==> config.mk <==
export PLATFORM = sky130hd
export DESIGN_NAME = accel_selftest_config_regs
export DESIGN_NICKNAME = d
export VERILOG_FILES = /design/src/pkg/accel_cfg_pkg.sv /design/src/pkg/serial_pins_if.sv /design/src/rtl/accel_selftest_config_regs.sv /design/src/rtl/serial_pin_mux.sv
export SDC_FILE = /design/constraint.sdc
export NUM_CORES = 1
export LEC_CHECK = 0
export BUFFER_PORTS_ARGS = -buffer_cell sky130_fd_sc_hd__buf_2
export CAP_MARGIN = 25
export CORE_ASPECT_RATIO = 1.75
export CORE_MARGIN = 8
export CORE_UTILIZATION = 50
export DETAILED_ROUTE_END_ITERATION = 7
export PLACE_DENSITY = 0.78
export REMOVE_ABC_BUFFERS = 1
export SLEW_MARGIN = 20
export SYNTH_ARGS = -nofsm -noshare
export SYNTH_HDL_FRONTEND = slang
export SYNTH_SLANG_ARGS = --single-unit
==> constraint.sdc <==
create_clock -name core_clk_i -period 2.2 [get_ports core_clk_i]
set_clock_uncertainty 0.2 [all_clocks]
set_input_delay 0.11 -clock core_clk_i [delete_from_list [all_inputs] [get_ports core_clk_i]]
set_output_delay 0.11 -clock core_clk_i [all_outputs]
set_load 0.02 [all_outputs]
==> src/pkg/accel_cfg_pkg.sv <==
// register offsets, field positions, reset values and field encodings for the
// accelerometer configuration register bank
// assumes an 8-bit register address space and 8-bit registers
package accel_cfg_pkg;

  // register offsets
  localparam logic [7:0] SENSOR_CONFIG_ONE_ADDR       = 8'h15;
  localparam logic [7:0] INTERRUPT_OUTPUT_CONFIG_ADDR = 8'h18;
  localparam logic [7:0] INTERRUPT_OUTPUT_ENABLE_ADDR = 8'h20;
  localparam logic [7:0] SELFTEST_IDLE_DURATION_ADDR  = 8'h37;
  localparam logic [7:0] SELFTEST_DECIMATION_ADDR     = 8'h38;

  // sensor_config_one field positions
  localparam int SOFT_RESET_BIT    = 7;
  localparam int AXIS_CHOICE_MSB   = 6;
  localparam int AXIS_CHOICE_LSB   = 5;
  localparam int DIRECTION_BIT     = 4;
  localparam int WIRE_MODE_BIT     = 3;
  localparam int RANGE_MSB         = 2;
  localparam int RANGE_LSB         = 1;
  localparam int ACTIVE_BIT        = 0;

  // values after reset
  localparam logic [7:0] SENSOR_CONFIG_ONE_RST_GND  = 8'h00;
  localparam logic [7:0] SENSOR_CONFIG_ONE_RST_HIGH = 8'h00;
  localparam logic [7:0] INTERRUPT_OUTPUT_CONFIG_RST = 8'h01;
  localparam logic [7:0] INTERRUPT_OUTPUT_ENABLE_RST = 8'h00;
  localparam logic [7:0] SELFTEST_IDLE_DURATION_RST  = 8'h00;
  localparam logic [7:0] SELFTEST_DECIMATION_RST     = 8'h00;

  // output scaling per range, counts per g
  localparam logic [10:0] SCALE_2G  = 11'h400;
  localparam logic [10:0] SCALE_4G  = 11'h200;
  localparam logic [10:0] SCALE_8G  = 11'h100;
  localparam logic [10:0] SCALE_16G = 11'h080;

  // self-test axis choice encoding
  typedef enum logic [1:0] {
    AXIS_OFF,
    AXIS_X,
    AXIS_Y,
    AXIS_Z
  } selftest_axis_e;

  // full-scale range encoding
  typedef enum logic [1:0] {
    RANGE_2G,
    RANGE_4G,
    RANGE_8G,
    RANGE_16G
  } range_select_e;

endpackage : accel_cfg_pkg

==> src/pkg/serial_pins_if.sv <==
// steering signals between the register bank and its serial pin mux
// assumes a single clock domain; all signals are combinational levels
`timescale 1ns/1ps
`default_nettype none
interface serial_pins_if;
  logic spi_selected;   // interface choice pin says spi
  logic three_wire;     // wire mode bit, three-wire when set
  logic out_data;       // serial engine output bit
  logic out_en;         // serial engine wants to drive
  logic in_data;        // serial data seen at the data pin

  // register bank side
  modport core (
    output spi_selected,
    output three_wire,
    output out_data,
    output out_en,
    input  in_data
  );

  // pin mux side
  modport mux (
    input  spi_selected,
    input  three_wire,
    input  out_data,
    input  out_en,
    output in_data
  );
endinterface : serial_pins_if
`default_nettype wire

==> src/rtl/accel_selftest_config_regs.sv <==
// configuration register bank for self-test, range, wire mode and active mode
// assumes the serial front end presents decoded register reads and writes,
// one-cycle strobes synchronous to core_clk_i
// the boot strap is looked at only while reset_i is high
//
// Summary of operation
// - reset, soft reset, hibernate exit restore defaults
// - reads always; writes only while in standby, except soft reset and the mode bit
// - sensor config bit layout; zero reset, boot grounded
// - axis field 00 off, then x, y, z
// - direction bit 0 positive, 1 negative
// - wire mode bit 0 four-wire, 1 three-wire
// - wire mode matters only when spi selected
// - three-wire: data pin bidirectional, output pin floats
// - four-wire after reset and hibernate exit
// - range field selects 2, 4, 8, 16 g
// - scaling 1024, 512, 256, 128 counts per g
`timescale 1ns/1ps
`default_nettype none
module accel_selftest_config_regs (
  // clock and reset
  input  wire logic          core_clk_i,
  input  wire logic          reset_i,
  // board straps and power events
  input  wire logic          interface_choice_pin_i,
  input  wire logic          boot_behaviour_pin_i,
  input  wire logic          hibernate_exit_i,
  // register access from the serial front end
  input  wire logic [7:0]    reg_addr_i,
  input  wire logic          reg_wr_i,
  input  wire logic [7:0]    reg_wdata_i,
  input  wire logic          reg_rd_i,
  output logic [7:0]         reg_rdata_o,
  output logic               reg_rvalid_o,
  output logic               reg_wr_refused_o,
  // serial engine data path
  input  wire logic          serial_out_data_i,
  input  wire logic          serial_out_en_i,
  output logic               serial_in_data_o,
  // serial pins
  input  wire logic          data_pin_i,
  output logic               data_pin_o,
  output logic               data_pin_oe_o,
  input  wire logic          addr_or_serial_out_pin_i,
  output logic               addr_or_serial_out_pin_o,
  output logic               addr_or_serial_out_pin_oe_o,
  // decoded configuration toward the sensor core
  output logic               active_o,
  output logic               selftest_enable_o,
  output logic [2:0]         selftest_axis_onehot_o,
  output logic               selftest_direction_o,
  output logic               three_wire_o,
  output logic [1:0]         range_select_o,
  output logic [10:0]        lsb_per_g_o,
  output logic [7:0]         interrupt_output_config_o,
  output logic [7:0]         interrupt_output_enable_o,
  output logic [7:0]         selftest_idle_duration_o,
  output logic [7:0]         selftest_decimation_o
);
  import accel_cfg_pkg::*;

  // whole state of the bank
  typedef struct packed {
    logic [7:0]  boot_default;   // sensor config reset value chosen by strap
    logic [7:0]  sensor_config_one;
    // interrupt and self-test timing registers
    logic [7:0]  int_out_cfg;
    logic [7:0]  int_out_en;
    logic [7:0]  idle_dur;
    logic [7:0]  decim;
    // read answer and write refusal strobe
    logic [7:0]  rdata;
    logic        rvalid;
    logic        refused;
    // decoded views, registered with the config byte
    logic [2:0]  axis_onehot;
    logic        st_en;
    logic [10:0] scale;
  } state_s;

  state_s st_q;  // registered state
  state_s st_d;  // next state

  // steering bundle between the bank and its pin mux
  serial_pins_if pins ();

  // helpers of the next-state logic
  logic        standby;       // device not active
  logic        restore;       // return to defaults this cycle
  logic [7:0]  cfg_next;      // sensor config after a write or restore
  logic [1:0]  axis_f;        // axis field of cfg_next
  logic [1:0]  range_f;       // range field of cfg_next

  // scale lookup for a range code
  // the default branch covers codes that cannot occur
  function automatic logic [10:0] scale_of(input logic [1:0] code);
    logic [10:0] s;
    s = SCALE_2G;
    case (range_select_e'(code))
      RANGE_2G:  s = SCALE_2G;
      RANGE_4G:  s = SCALE_4G;
      RANGE_8G:  s = SCALE_8G;
      RANGE_16G: s = SCALE_16G;
      default:   s = SCALE_2G;
    endcase
    return s;
  endfunction : scale_of

  // next-state logic
  always_comb begin
    // hold everything unless a branch below changes it
    st_d     = st_q;
    standby  = ~st_q.sensor_config_one[ACTIVE_BIT];
    restore  = 1'b0;
    cfg_next = st_q.sensor_config_one;
    // answer strobes last one cycle only
    st_d.rvalid  = 1'b0;
    st_d.refused = 1'b0;

    // writes to the bank
    if (reg_wr_i) begin
      // each mapped register has its own branch
      case (reg_addr_i)
        // sensor config: soft reset first, then the standby rule
        SENSOR_CONFIG_ONE_ADDR: begin
          if (reg_wdata_i[SOFT_RESET_BIT]) begin
            // soft reset discards every programmed setting
            restore = 1'b1;
          end else if (standby) begin
            // standby: the whole byte is taken
            cfg_next = reg_wdata_i;
          end else begin
            // while active only the mode bit may change, to allow standby
            cfg_next[ACTIVE_BIT] = reg_wdata_i[ACTIVE_BIT];
            st_d.refused = 1'b1;
          end
        end
        // interrupt pin polarity and driver settings
        INTERRUPT_OUTPUT_CONFIG_ADDR: begin
          if (standby) begin
            st_d.int_out_cfg = reg_wdata_i;
          end else begin
            st_d.refused = 1'b1;
          end
        end
        // interrupt output enables
        INTERRUPT_OUTPUT_ENABLE_ADDR: begin
          if (standby) begin
            st_d.int_out_en = reg_wdata_i;
          end else begin
            st_d.refused = 1'b1;
          end
        end
        // self-test idle phase length
        SELFTEST_IDLE_DURATION_ADDR: begin
          if (standby) begin
            st_d.idle_dur = reg_wdata_i;
          end else begin
            st_d.refused = 1'b1;
          end
        end
        // self-test measurement decimation
        SELFTEST_DECIMATION_ADDR: begin
          if (standby) begin
            st_d.decim = reg_wdata_i;
          end else begin
            st_d.refused = 1'b1;
          end
        end
        default: begin
          // unmapped address: write ignored
        end
      endcase
    end

    // leaving hibernate restores defaults as well
    // placed after the write decode so it beats a same-cycle write
    if (hibernate_exit_i) begin
      restore = 1'b1;
    end

    // one place restores every register, whatever asked for it
    if (restore) begin
      // defaults, which also give four-wire spi
      cfg_next         = st_q.boot_default;
      st_d.int_out_cfg = INTERRUPT_OUTPUT_CONFIG_RST;
      st_d.int_out_en  = INTERRUPT_OUTPUT_ENABLE_RST;
      st_d.idle_dur    = SELFTEST_IDLE_DURATION_RST;
      st_d.decim       = SELFTEST_DECIMATION_RST;
      // a restore is never reported as a refusal
      st_d.refused     = 1'b0;
    end

    // soft reset bit never stays set
    cfg_next[SOFT_RESET_BIT] = 1'b0;
    st_d.sensor_config_one   = cfg_next;

    // decoded views of the new configuration
    // decode from the next value so the views match the byte
    axis_f  = cfg_next[AXIS_CHOICE_MSB:AXIS_CHOICE_LSB];
    range_f = cfg_next[RANGE_MSB:RANGE_LSB];
    case (selftest_axis_e'(axis_f))
      AXIS_OFF: st_d.axis_onehot = 3'h0;
      AXIS_X:   st_d.axis_onehot = 3'h1;
      AXIS_Y:   st_d.axis_onehot = 3'h2;
      AXIS_Z:   st_d.axis_onehot = 3'h4;
      default:  st_d.axis_onehot = 3'h0;
    endcase
    // self-test runs whenever an axis is chosen
    st_d.st_en = (axis_f != 2'h0);
    // counts per g follow the range field
    st_d.scale = scale_of(range_f);

    // reads are always served; unmapped reads return zero
    if (reg_rd_i) begin
      st_d.rvalid = 1'b1;
      // the read returns the value before any same-cycle write
      case (reg_addr_i)
        // every register reads back as stored
        SENSOR_CONFIG_ONE_ADDR:       st_d.rdata = st_q.sensor_config_one;
        INTERRUPT_OUTPUT_CONFIG_ADDR: st_d.rdata = st_q.int_out_cfg;
        INTERRUPT_OUTPUT_ENABLE_ADDR: st_d.rdata = st_q.int_out_en;
        SELFTEST_IDLE_DURATION_ADDR:  st_d.rdata = st_q.idle_dur;
        SELFTEST_DECIMATION_ADDR:     st_d.rdata = st_q.decim;
        // unmapped addresses read as zero
        default:                      st_d.rdata = 8'h00;
      endcase
    end
  end

  // state register; strap picks the sensor config default during reset
  always_ff @(posedge core_clk_i) begin
    if (reset_i) begin
      st_q.boot_default <= boot_behaviour_pin_i ? SENSOR_CONFIG_ONE_RST_HIGH
                                                : SENSOR_CONFIG_ONE_RST_GND;
      st_q.sensor_config_one <= boot_behaviour_pin_i ? SENSOR_CONFIG_ONE_RST_HIGH
                                                     : SENSOR_CONFIG_ONE_RST_GND;
      // remaining registers take their fixed defaults
      st_q.int_out_cfg <= INTERRUPT_OUTPUT_CONFIG_RST;
      st_q.int_out_en  <= INTERRUPT_OUTPUT_ENABLE_RST;
      st_q.idle_dur    <= SELFTEST_IDLE_DURATION_RST;
      st_q.decim       <= SELFTEST_DECIMATION_RST;
      // no read answer pending after reset
      st_q.rdata       <= 8'h00;
      st_q.rvalid      <= 1'b0;
      st_q.refused     <= 1'b0;
      st_q.axis_onehot <= 3'h0;
      st_q.st_en       <= 1'b0;
      st_q.scale       <= SCALE_2G;
    end else begin
      // every other cycle the whole struct moves at once
      st_q <= st_d;
    end
  end

  // steering toward the pin mux
  // wire mode reaches the mux only through three_wire
  assign pins.spi_selected = interface_choice_pin_i;
  assign pins.three_wire   = st_q.sensor_config_one[WIRE_MODE_BIT];
  // the serial engine's bit and drive request pass straight through
  assign pins.out_data     = serial_out_data_i;
  assign pins.out_en       = serial_out_en_i;
  assign serial_in_data_o  = pins.in_data;

  // pin mux
  // three-wire turnaround and i2c open drain are handled inside
  serial_pin_mux u_pin_mux (
    .ctl                         (pins.mux),
    .data_pin_i                  (data_pin_i),
    .data_pin_o                  (data_pin_o),
    .data_pin_oe_o               (data_pin_oe_o),
    .addr_or_serial_out_pin_i    (addr_or_serial_out_pin_i),
    .addr_or_serial_out_pin_o    (addr_or_serial_out_pin_o),
    .addr_or_serial_out_pin_oe_o (addr_or_serial_out_pin_oe_o)
  );

  // register outputs
  // read port
  assign reg_rdata_o               = st_q.rdata;
  assign reg_rvalid_o              = st_q.rvalid;
  assign reg_wr_refused_o          = st_q.refused;
  // mode and self-test controls
  assign active_o                  = st_q.sensor_config_one[ACTIVE_BIT];
  assign selftest_enable_o         = st_q.st_en;
  assign selftest_axis_onehot_o    = st_q.axis_onehot;
  // direction of the self-test displacement
  assign selftest_direction_o      = st_q.sensor_config_one[DIRECTION_BIT];
  assign three_wire_o              = interface_choice_pin_i
                                     & st_q.sensor_config_one[WIRE_MODE_BIT];
  // range and scaling
  assign range_select_o            = st_q.sensor_config_one[RANGE_MSB:RANGE_LSB];
  assign lsb_per_g_o               = st_q.scale;
  // plain register contents
  assign interrupt_output_config_o = st_q.int_out_cfg;
  assign interrupt_output_enable_o = st_q.int_out_en;
  assign selftest_idle_duration_o  = st_q.idle_dur;
  assign selftest_decimation_o     = st_q.decim;

endmodule : accel_selftest_config_regs
`default_nettype wire

==> src/rtl/serial_pin_mux.sv <==
// steers the serial data pins between i2c, four-wire spi and three-wire spi
// assumes the serial engine raises out_en only while it owns the bus
`timescale 1ns/1ps
`default_nettype none
module serial_pin_mux (
  // steering from the register bank
  serial_pins_if.mux         ctl,
  // data pin (i2c data / spi input, bidirectional in three-wire)
  input  wire logic          data_pin_i,
  output logic               data_pin_o,
  output logic               data_pin_oe_o,
  // address / spi serial output pin
  input  wire logic          addr_or_serial_out_pin_i,
  output logic               addr_or_serial_out_pin_o,
  output logic               addr_or_serial_out_pin_oe_o
);
  import accel_cfg_pkg::*;

  // pin routing per bus mode
  always_comb begin
    data_pin_o                  = 1'b0;
    data_pin_oe_o               = 1'b0;
    addr_or_serial_out_pin_o    = 1'b0;
    addr_or_serial_out_pin_oe_o = 1'b0;
    ctl.in_data                 = data_pin_i;
    if (!ctl.spi_selected) begin
      // i2c: open drain, only pull low; wire mode bit ignored
      data_pin_oe_o = ctl.out_en & ~ctl.out_data;
    end else if (ctl.three_wire) begin
      // three-wire: data pin turns around, output pin floats
      data_pin_o    = ctl.out_data;
      data_pin_oe_o = ctl.out_en;
    end else begin
      // four-wire: data leaves on the dedicated output pin
      addr_or_serial_out_pin_o    = ctl.out_data;
      addr_or_serial_out_pin_oe_o = ctl.out_en;
    end
    // addr_or_serial_out_pin_i is the address strap in i2c; sampled elsewhere
  end

endmodule : serial_pin_mux
`default_nettype wire

== Word level (Yosys, flattened, before mapping) ==
Cells that the tools add are included.

* Bits in registers: 64
* Latch bits: 0
* Memory bits (writable): 0
* ROM bits: 0
* Input bits: 27
* Output and inout bits: 67
* Logic and storage cells: 69
* Memories kept: 0

* Add/sub/neg operators: 0
* Multiply operators: 0
* Divide/modulo/power cells: 0
* Order comparisons: 0
* Eq/ne operators: 13
* Shift-type cells: 0
* Multiplexer cells: 24
* Bitwise gates (word level): 5
* Reductions and logical operators: 14

{| class="wikitable"
|+ Operator list
! kind !! count
|-
| case mux 11 bit (4 select lines) || 1
|-
| case mux 8 bit (5 select lines) || 1
|-
| 2-to-1 mux 7 bit || 4
|-
| == test 8 x 6 -> 1 bit (second input constant) || 3
|-
| == test 8 x 5 -> 1 bit (second input constant) || 2
|-
| 2-to-1 mux 1 bit || 15
|-
| AND reduction 3 bit || 5
|-
| case mux 3 bit (4 select lines) || 1
|-
| == test 2 bit (second input constant) || 4
|-
| 2-to-1 mux 6 bit || 1
|-
| nonzero test 2 bit || 3
|-
| == test 2 x 1 -> 1 bit (second input constant) || 2
|-
| zero test 2 bit || 2
|-
| inequality test 2 x 1 -> 1 bit (second input constant) || 2
|-
| AND reduction 4 bit || 1
|-
| OR reduction 4 bit || 1
|-
| NOT 1 bit || 3
|-
| OR reduction 3 bit || 1
|-
| AND 1 bit || 2
|-
| case mux 1 bit (2 select lines) || 1
|-
| OR reduction 2 bit || 1
|}

== Logic depth before layout (Yosys ltp) ==
* Depth after elaboration: 7
* Mapped depth: 6
* Mapped depth without buffers: 5

== Modules after synthesis ==
From an unflattened synthesis, not the netlist that was laid out.

* Cell total of the unflattened synthesis: 351
* Area, all modules: 3088.0 um^2

{| class="wikitable"
|+ By module, submodules not included
! module !! instances !! cells each !! area each (um^2) !! seq. area each (um^2)
|-
| accel_selftest_config_regs || 1 || 343 || 3035.4 || 1141.1
|-
| serial_pin_mux || 1 || 8 || 52.6 || 0.0
|}

== Least setup slack after synthesis ==
No wires, ideal clock.

* Kind: register to register
* From: register st_q, in the netlist active_o
* To: register st_q, in the netlist selftest_axis_onehot_o[0]
* Setup time: 120 ps
* Arrival time: 1405 ps
* Data required time: 1880 ps
* Slack: 475 ps
* Stages on the path, launching flop included: 6
* Path buffers: 1
* Clock period less this slack: 1725 ps
* Cell sequence: dfxtp_1 nor2b_1 buf_2 nand4_4 mux2i_1 o31a_1

* Longest elaborated chain between the ends: 7
* Elaborated cells between the ends (all ways): 10
* Classes of those cells: 3 x eq/ne; 6 x mux; 1 x reduce/logical

{| class="wikitable"
|+ Ends and longest elaborated chain
! what !! line !! source
|-
| from (decl) || accel_selftest_config_regs.sv:81 || <nowiki>state_s st_q;</nowiki>
|-
| from (signal assigned) || accel_selftest_config_regs.sv:252 || <nowiki>st_q <= st_d;</nowiki>
|-
| 2-to-1 mux 6 bit * || accel_selftest_config_regs.sv:129 || <nowiki>end else if (standby) begin</nowiki>
|-
| 2-to-1 mux 7 bit * || accel_selftest_config_regs.sv:126 || <nowiki>if (reg_wdata_i[SOFT_RESET_BIT]) begin</nowiki>
|-
| 2-to-1 mux 7 bit * || accel_selftest_config_regs.sv:123 || <nowiki>case (reg_addr_i)</nowiki>
|-
| 2-to-1 mux 7 bit * || accel_selftest_config_regs.sv:121 || <nowiki>if (reg_wr_i) begin</nowiki>
|-
| 2-to-1 mux 7 bit * || accel_selftest_config_regs.sv:183 || <nowiki>if (restore) begin</nowiki>
|-
| == test 2 bit (tied with other cells) || accel_selftest_config_regs.sv:202 || <nowiki>case (selftest_axis_e'(axis_f))</nowiki>
|-
| case mux 3 bit (4 select lines) * || accel_selftest_config_regs.sv:202 ||
|}

Mark *: on every way between the ends. The rest lies on a longest branch, timed or not. The select of a mux whose other input is x is not followed.
A chain may end at the register's enable or synchronous reset.

== Final worst setup path ==
* From: input reg_addr_i[7]
* To: register st_q, in the netlist interrupt_output_config_o[1]

* Longest elaborated chain between the ends: 5
* Elaborated cells between the ends (all ways): 7
* Classes of those cells: 2 x eq/ne; 3 x mux; 2 x reduce/logical

{| class="wikitable"
|+ Ends and longest elaborated chain
! what !! line !! source
|-
| from (decl) || accel_selftest_config_regs.sv:29 || <nowiki>input wire logic [7:0] reg_addr_i,</nowiki>
|-
| == test 8 x 5 -> 1 bit || accel_selftest_config_regs.sv:123 ||
|-
| 2-to-1 mux 1 bit || accel_selftest_config_regs.sv:123 ||
|-
| 2-to-1 mux 1 bit || accel_selftest_config_regs.sv:121 ||
|-
| 2-to-1 mux 1 bit || accel_selftest_config_regs.sv:178 || <nowiki>if (hibernate_exit_i) begin</nowiki>
|-
| OR reduction 2 bit (no source line) || -- ||
|}

Parallel ways exist; a longest one is shown, timed or not.

==> summary.md <==
| Metric | Value |
|---|---|
| Syn_area_per_cell | 9.07 um2 |
| Chip width | 74.9 um |
| Vias post-DR | 2,524 |
| Final non-filler cell area | 0.00350 mm2 |
| CP max stage cell | dlygate4sd3_1 |
| PnR worst setup slack | 126 ps |
| Vias in the first global route | 2,533 |
| Reg-to-reg slack, setup | 400 ps |
| Global-route wire length before repair | 12.5 mm |
| DIE AREA | 0.00891 mm2 |
| IO Count | 94 |
| Met2 Use GR | 0.322 |
| Clock Root Buffer | clkbuf_8 |
| Final period util | 0.943 |
| Setup WS pre-CTS | 257 ps |
| Yosys cell types | 51 |
| CTS tree | done |
| Mapped Cells | 334 |
| Reg2reg end | interrupt_output_config_o[1]$_SDFFE_PP0P_ |
| Antenna diodes | 0 |
| CP max FO | 6 |
| Yosys reg bits | 57 |
| Post-DP HPWL | 5.93 mm |
| Worst path arrival time | 2100 ps |
| Reg-to-reg startpoint | active_o$_SDFFE_PP0P_ |
| Area Growth Syn to Fin | 15.5% |
| RSZ-0062 raised after global routing | false |
| Drt wl/cell | 16.9 um |
| Status | finished, final reports clean |
| Remaining Overflow, GRT | 0 |
| GPL Wtd Cong | 0.887 |
| Worst Reg-to-Reg Cells | 6 |
| Post-CTS Setup Inserts | 0 |
| Port bufs | 82 |
| Initial DRT Pass Iterations | 4 |
| Final hold violations | 0 |
| CTS clk-pin slew, worst paths | 70 ps |
| Register area | 0.00114 mm2 |
| Hold depth | 0 |
| Global Route Usage Sum | 0.182 |
| Rows | 37 |
| Total power per unit cell area | 648 mW/mm2 |
| Static Leak | 1.63 nW |
| Post-Syn Area | 0.00303 mm2 |
| Setup_tns | 0 ps |
| Final design utilization | 0.595 |
| Starting Density | 0.515 |
| CP startpoint kind | primary input |
| Largest net degree at the start of global routing | 26 |
| Max IR drop VDD | 0.000508 V |
| TritonCTS Sinks | 57 |
| Hold WC Path Type | primary input to output port |
| Worst slew margin | 0.676 |
| Most common cell after layout, fill and taps aside | buf_2 |
| Hold_sp | data_pin_i |
| Worst hold endpoint | serial_in_data_o |
| # DRC | 0 |
| Fin. max-slew vios | 0 |
| Skew-Pair Late Insertion Delay | 340 ps |
| Initial antenna violation count | 0 |
| Final setup vio count | 0 |
| Clock buffer depth | 2 |
| Crit-path cells | dlygate4sd3_1, buf_2, nor3b_4, and4b_1, buf_4, mux2i_1, nor2_1 |
| Die height | 119 um |
| WP data required | 2220 ps |
| Slew @ Worst Pin | 472 ps |
| Commonest non-fill, non-tap cells in the layout | buf_2, dfxtp_1, nor2_1 |
| Maxcap violations | 0 |
| Initial drt markers | 147 |
| Final hold slack | 20.0 ps |
| Antenna-violating nets left | 0 |
| Sequential fraction of the synthesis area | 0.377 |
| Tmin final | 2070 ps |
| Ys async rst share | 0 |
| Fmax | 0.482 GHz |
| Post-Route WL | 7.91 mm |
| Met3 Usage GRT | 0.0588 |
| Most Used Layer, Global Route | met2 |
| Vias per inst | 5.40 |
| H-tree levels | 3 |
| Placed instance area | 0.00312 mm2 |
| Setup crit end kind | flop |
| CORE AREA | 0.00588 mm2 |
| Yosys warning count | 0 |
| CP peak stage delay | 550 ps |
| EDFF count, synth | 0 |
| Fillers | 539 |
| Met1 GRT Util | 0.178 |
| Total Nets Final | 411 |
| CTS buffer count | 9 |
| Top_reg_cell synth | dfxtp_1 |
| Layout cells sized above 1 | 0.308 |
| Area occupied by multi-input gates | 0.00136 mm2 |
| Crit Path Class | primary input to flop |
## kinds of logic after synthesis
| family | Yosys count | synth area share |
|---|---|---|
| AOI/OAI and AO/OA | 52 | 0.133 |
| and+or+nand+nor | 108 | 0.202 |
| other | 1 | 0.00124 |
| muxes | 32 | 0.106 |
| buffers and inverters | 84 | 0.181 |
| DFF | 57 | 0.377 |
## power breakdown
part | total (W) | switching, W | internal, W
clock | 0.00106 | 0.000422 | 0.000636
sequential | 0.00104 | 0.00000118 | 0.00103
combinational | 0.000175 | 0.000111 | 0.0000643
total | 0.00227 | 0.000534 | 0.00174
## critical path, delay by kind of cell
family / cells / cell delay [ps]
buffers and inverters: 3 / 930
multiplexers: 1 / 190
AND/OR/NAND/NOR: 3 / 860
## cell usage after synthesis (2+ instances only)
cell | number | share of area
buf_4 | 59 | 0.15
dfxtp_1 | 57 | 0.38
nor2_1 | 40 | 0.050
mux2i_1 | 32 | 0.11
nand2_1 | 13 | 0.016
buf_2 | 10 | 0.017
nand3_1 | 10 | 0.017
a21oi_1 | 9 | 0.015
nor2b_1 | 9 | 0.019
inv_1 | 8 | 0.0099
a31oi_1 | 7 | 0.014
a221oi_1 | 6 | 0.017
clkbuf_1 | 6 | 0.0074
o22ai_1 | 6 | 0.012
o32a_1 | 6 | 0.020
and2_1 | 5 | 0.010
and3_1 | 5 | 0.010
nand2b_1 | 5 | 0.010
o21ai_0 | 3 | 0.0050
a22o_1 | 2 | 0.0058
a311oi_1 | 2 | 0.0058
nand4_2 | 2 | 0.0083
nor3_2 | 2 | 0.0066
nor3b_1 | 2 | 0.0050
o32ai_2 | 2 | 0.011
## final cells by class
| class | count | area share |
|---|---|---|
| timing repair buffer | 108 | 0.184 |
| inverter | 9 | 0.00965 |
| clock inverter | 7 | 0.0272 |
| multi-input combinational | 199 | 0.389 |
| sequential | 57 | 0.326 |
| clock buffer | 9 | 0.0354 |
| tap | 78 | 0.0279 |
## flip-flops by register name (all words and copies together), names as in the netlist
| signal | cells |
|---|---|
| st_q | 2 |
| selftest_decimation_o | 8 |
| lsb_per_g_o | 4 |
| interrupt_output_enable_o | 8 |
| reg_wr_refused_o | 1 |
| selftest_direction_o | 1 |
| reg_rvalid_o | 1 |
| range_select_o | 2 |
| reg_rdata_o | 8 |
| selftest_axis_onehot_o | 3 |
| selftest_idle_duration_o | 8 |
| active_o | 1 |
| interrupt_output_config_o | 8 |
| selftest_enable_o | 1 |
| pins.three_wire | 1 |
## per-stage QoR
stage               total power [W]  std cells
floorplan                   0.00113        265
global placement            0.00121        435
detailed placement          0.00121        435
CTS                         0.00229        467
global route                0.00235        467
finish                      0.00227        467
## how the worst max path moves through the flow
stage	startpoint	slack (ps)	cells past startpoint	to
6_report	reg_addr_i[7]	130	7	interrupt_output_config_o[1]$_SDFFE_PP0P_
5_1_grt	reg_addr_i[7]	6	6	reg_rdata_o[0]$_SDFFE_PP0P_
4_1_cts	reg_addr_i[7]	160	7	interrupt_output_config_o[1]$_SDFFE_PP0P_
3_5_place_dp	reg_addr_i[3]	260	6	lsb_per_g_o[9]$_SDFF_PP0_
3_3_place_gp	reg_addr_i[3]	270	6	lsb_per_g_o[9]$_SDFF_PP0_
2_1_floorplan	active_o$_SDFFE_PP0P_	30	4	interrupt_output_config_o[0]$_SDFFE_PP1P_
## routing by layer
layer,vias to the layer above,part of all wire
li1,1207,-
met3,11,0.072
met2,83,0.53
met1,1223,0.37
met4,0,0.022
met5,-,0
## what timing repair did
action,CTS,global route
hold buffers,16,0
endpoints found under the hold margin,48,0
gates resized for setup,0,0
Power figures use the tool's default switching activity.
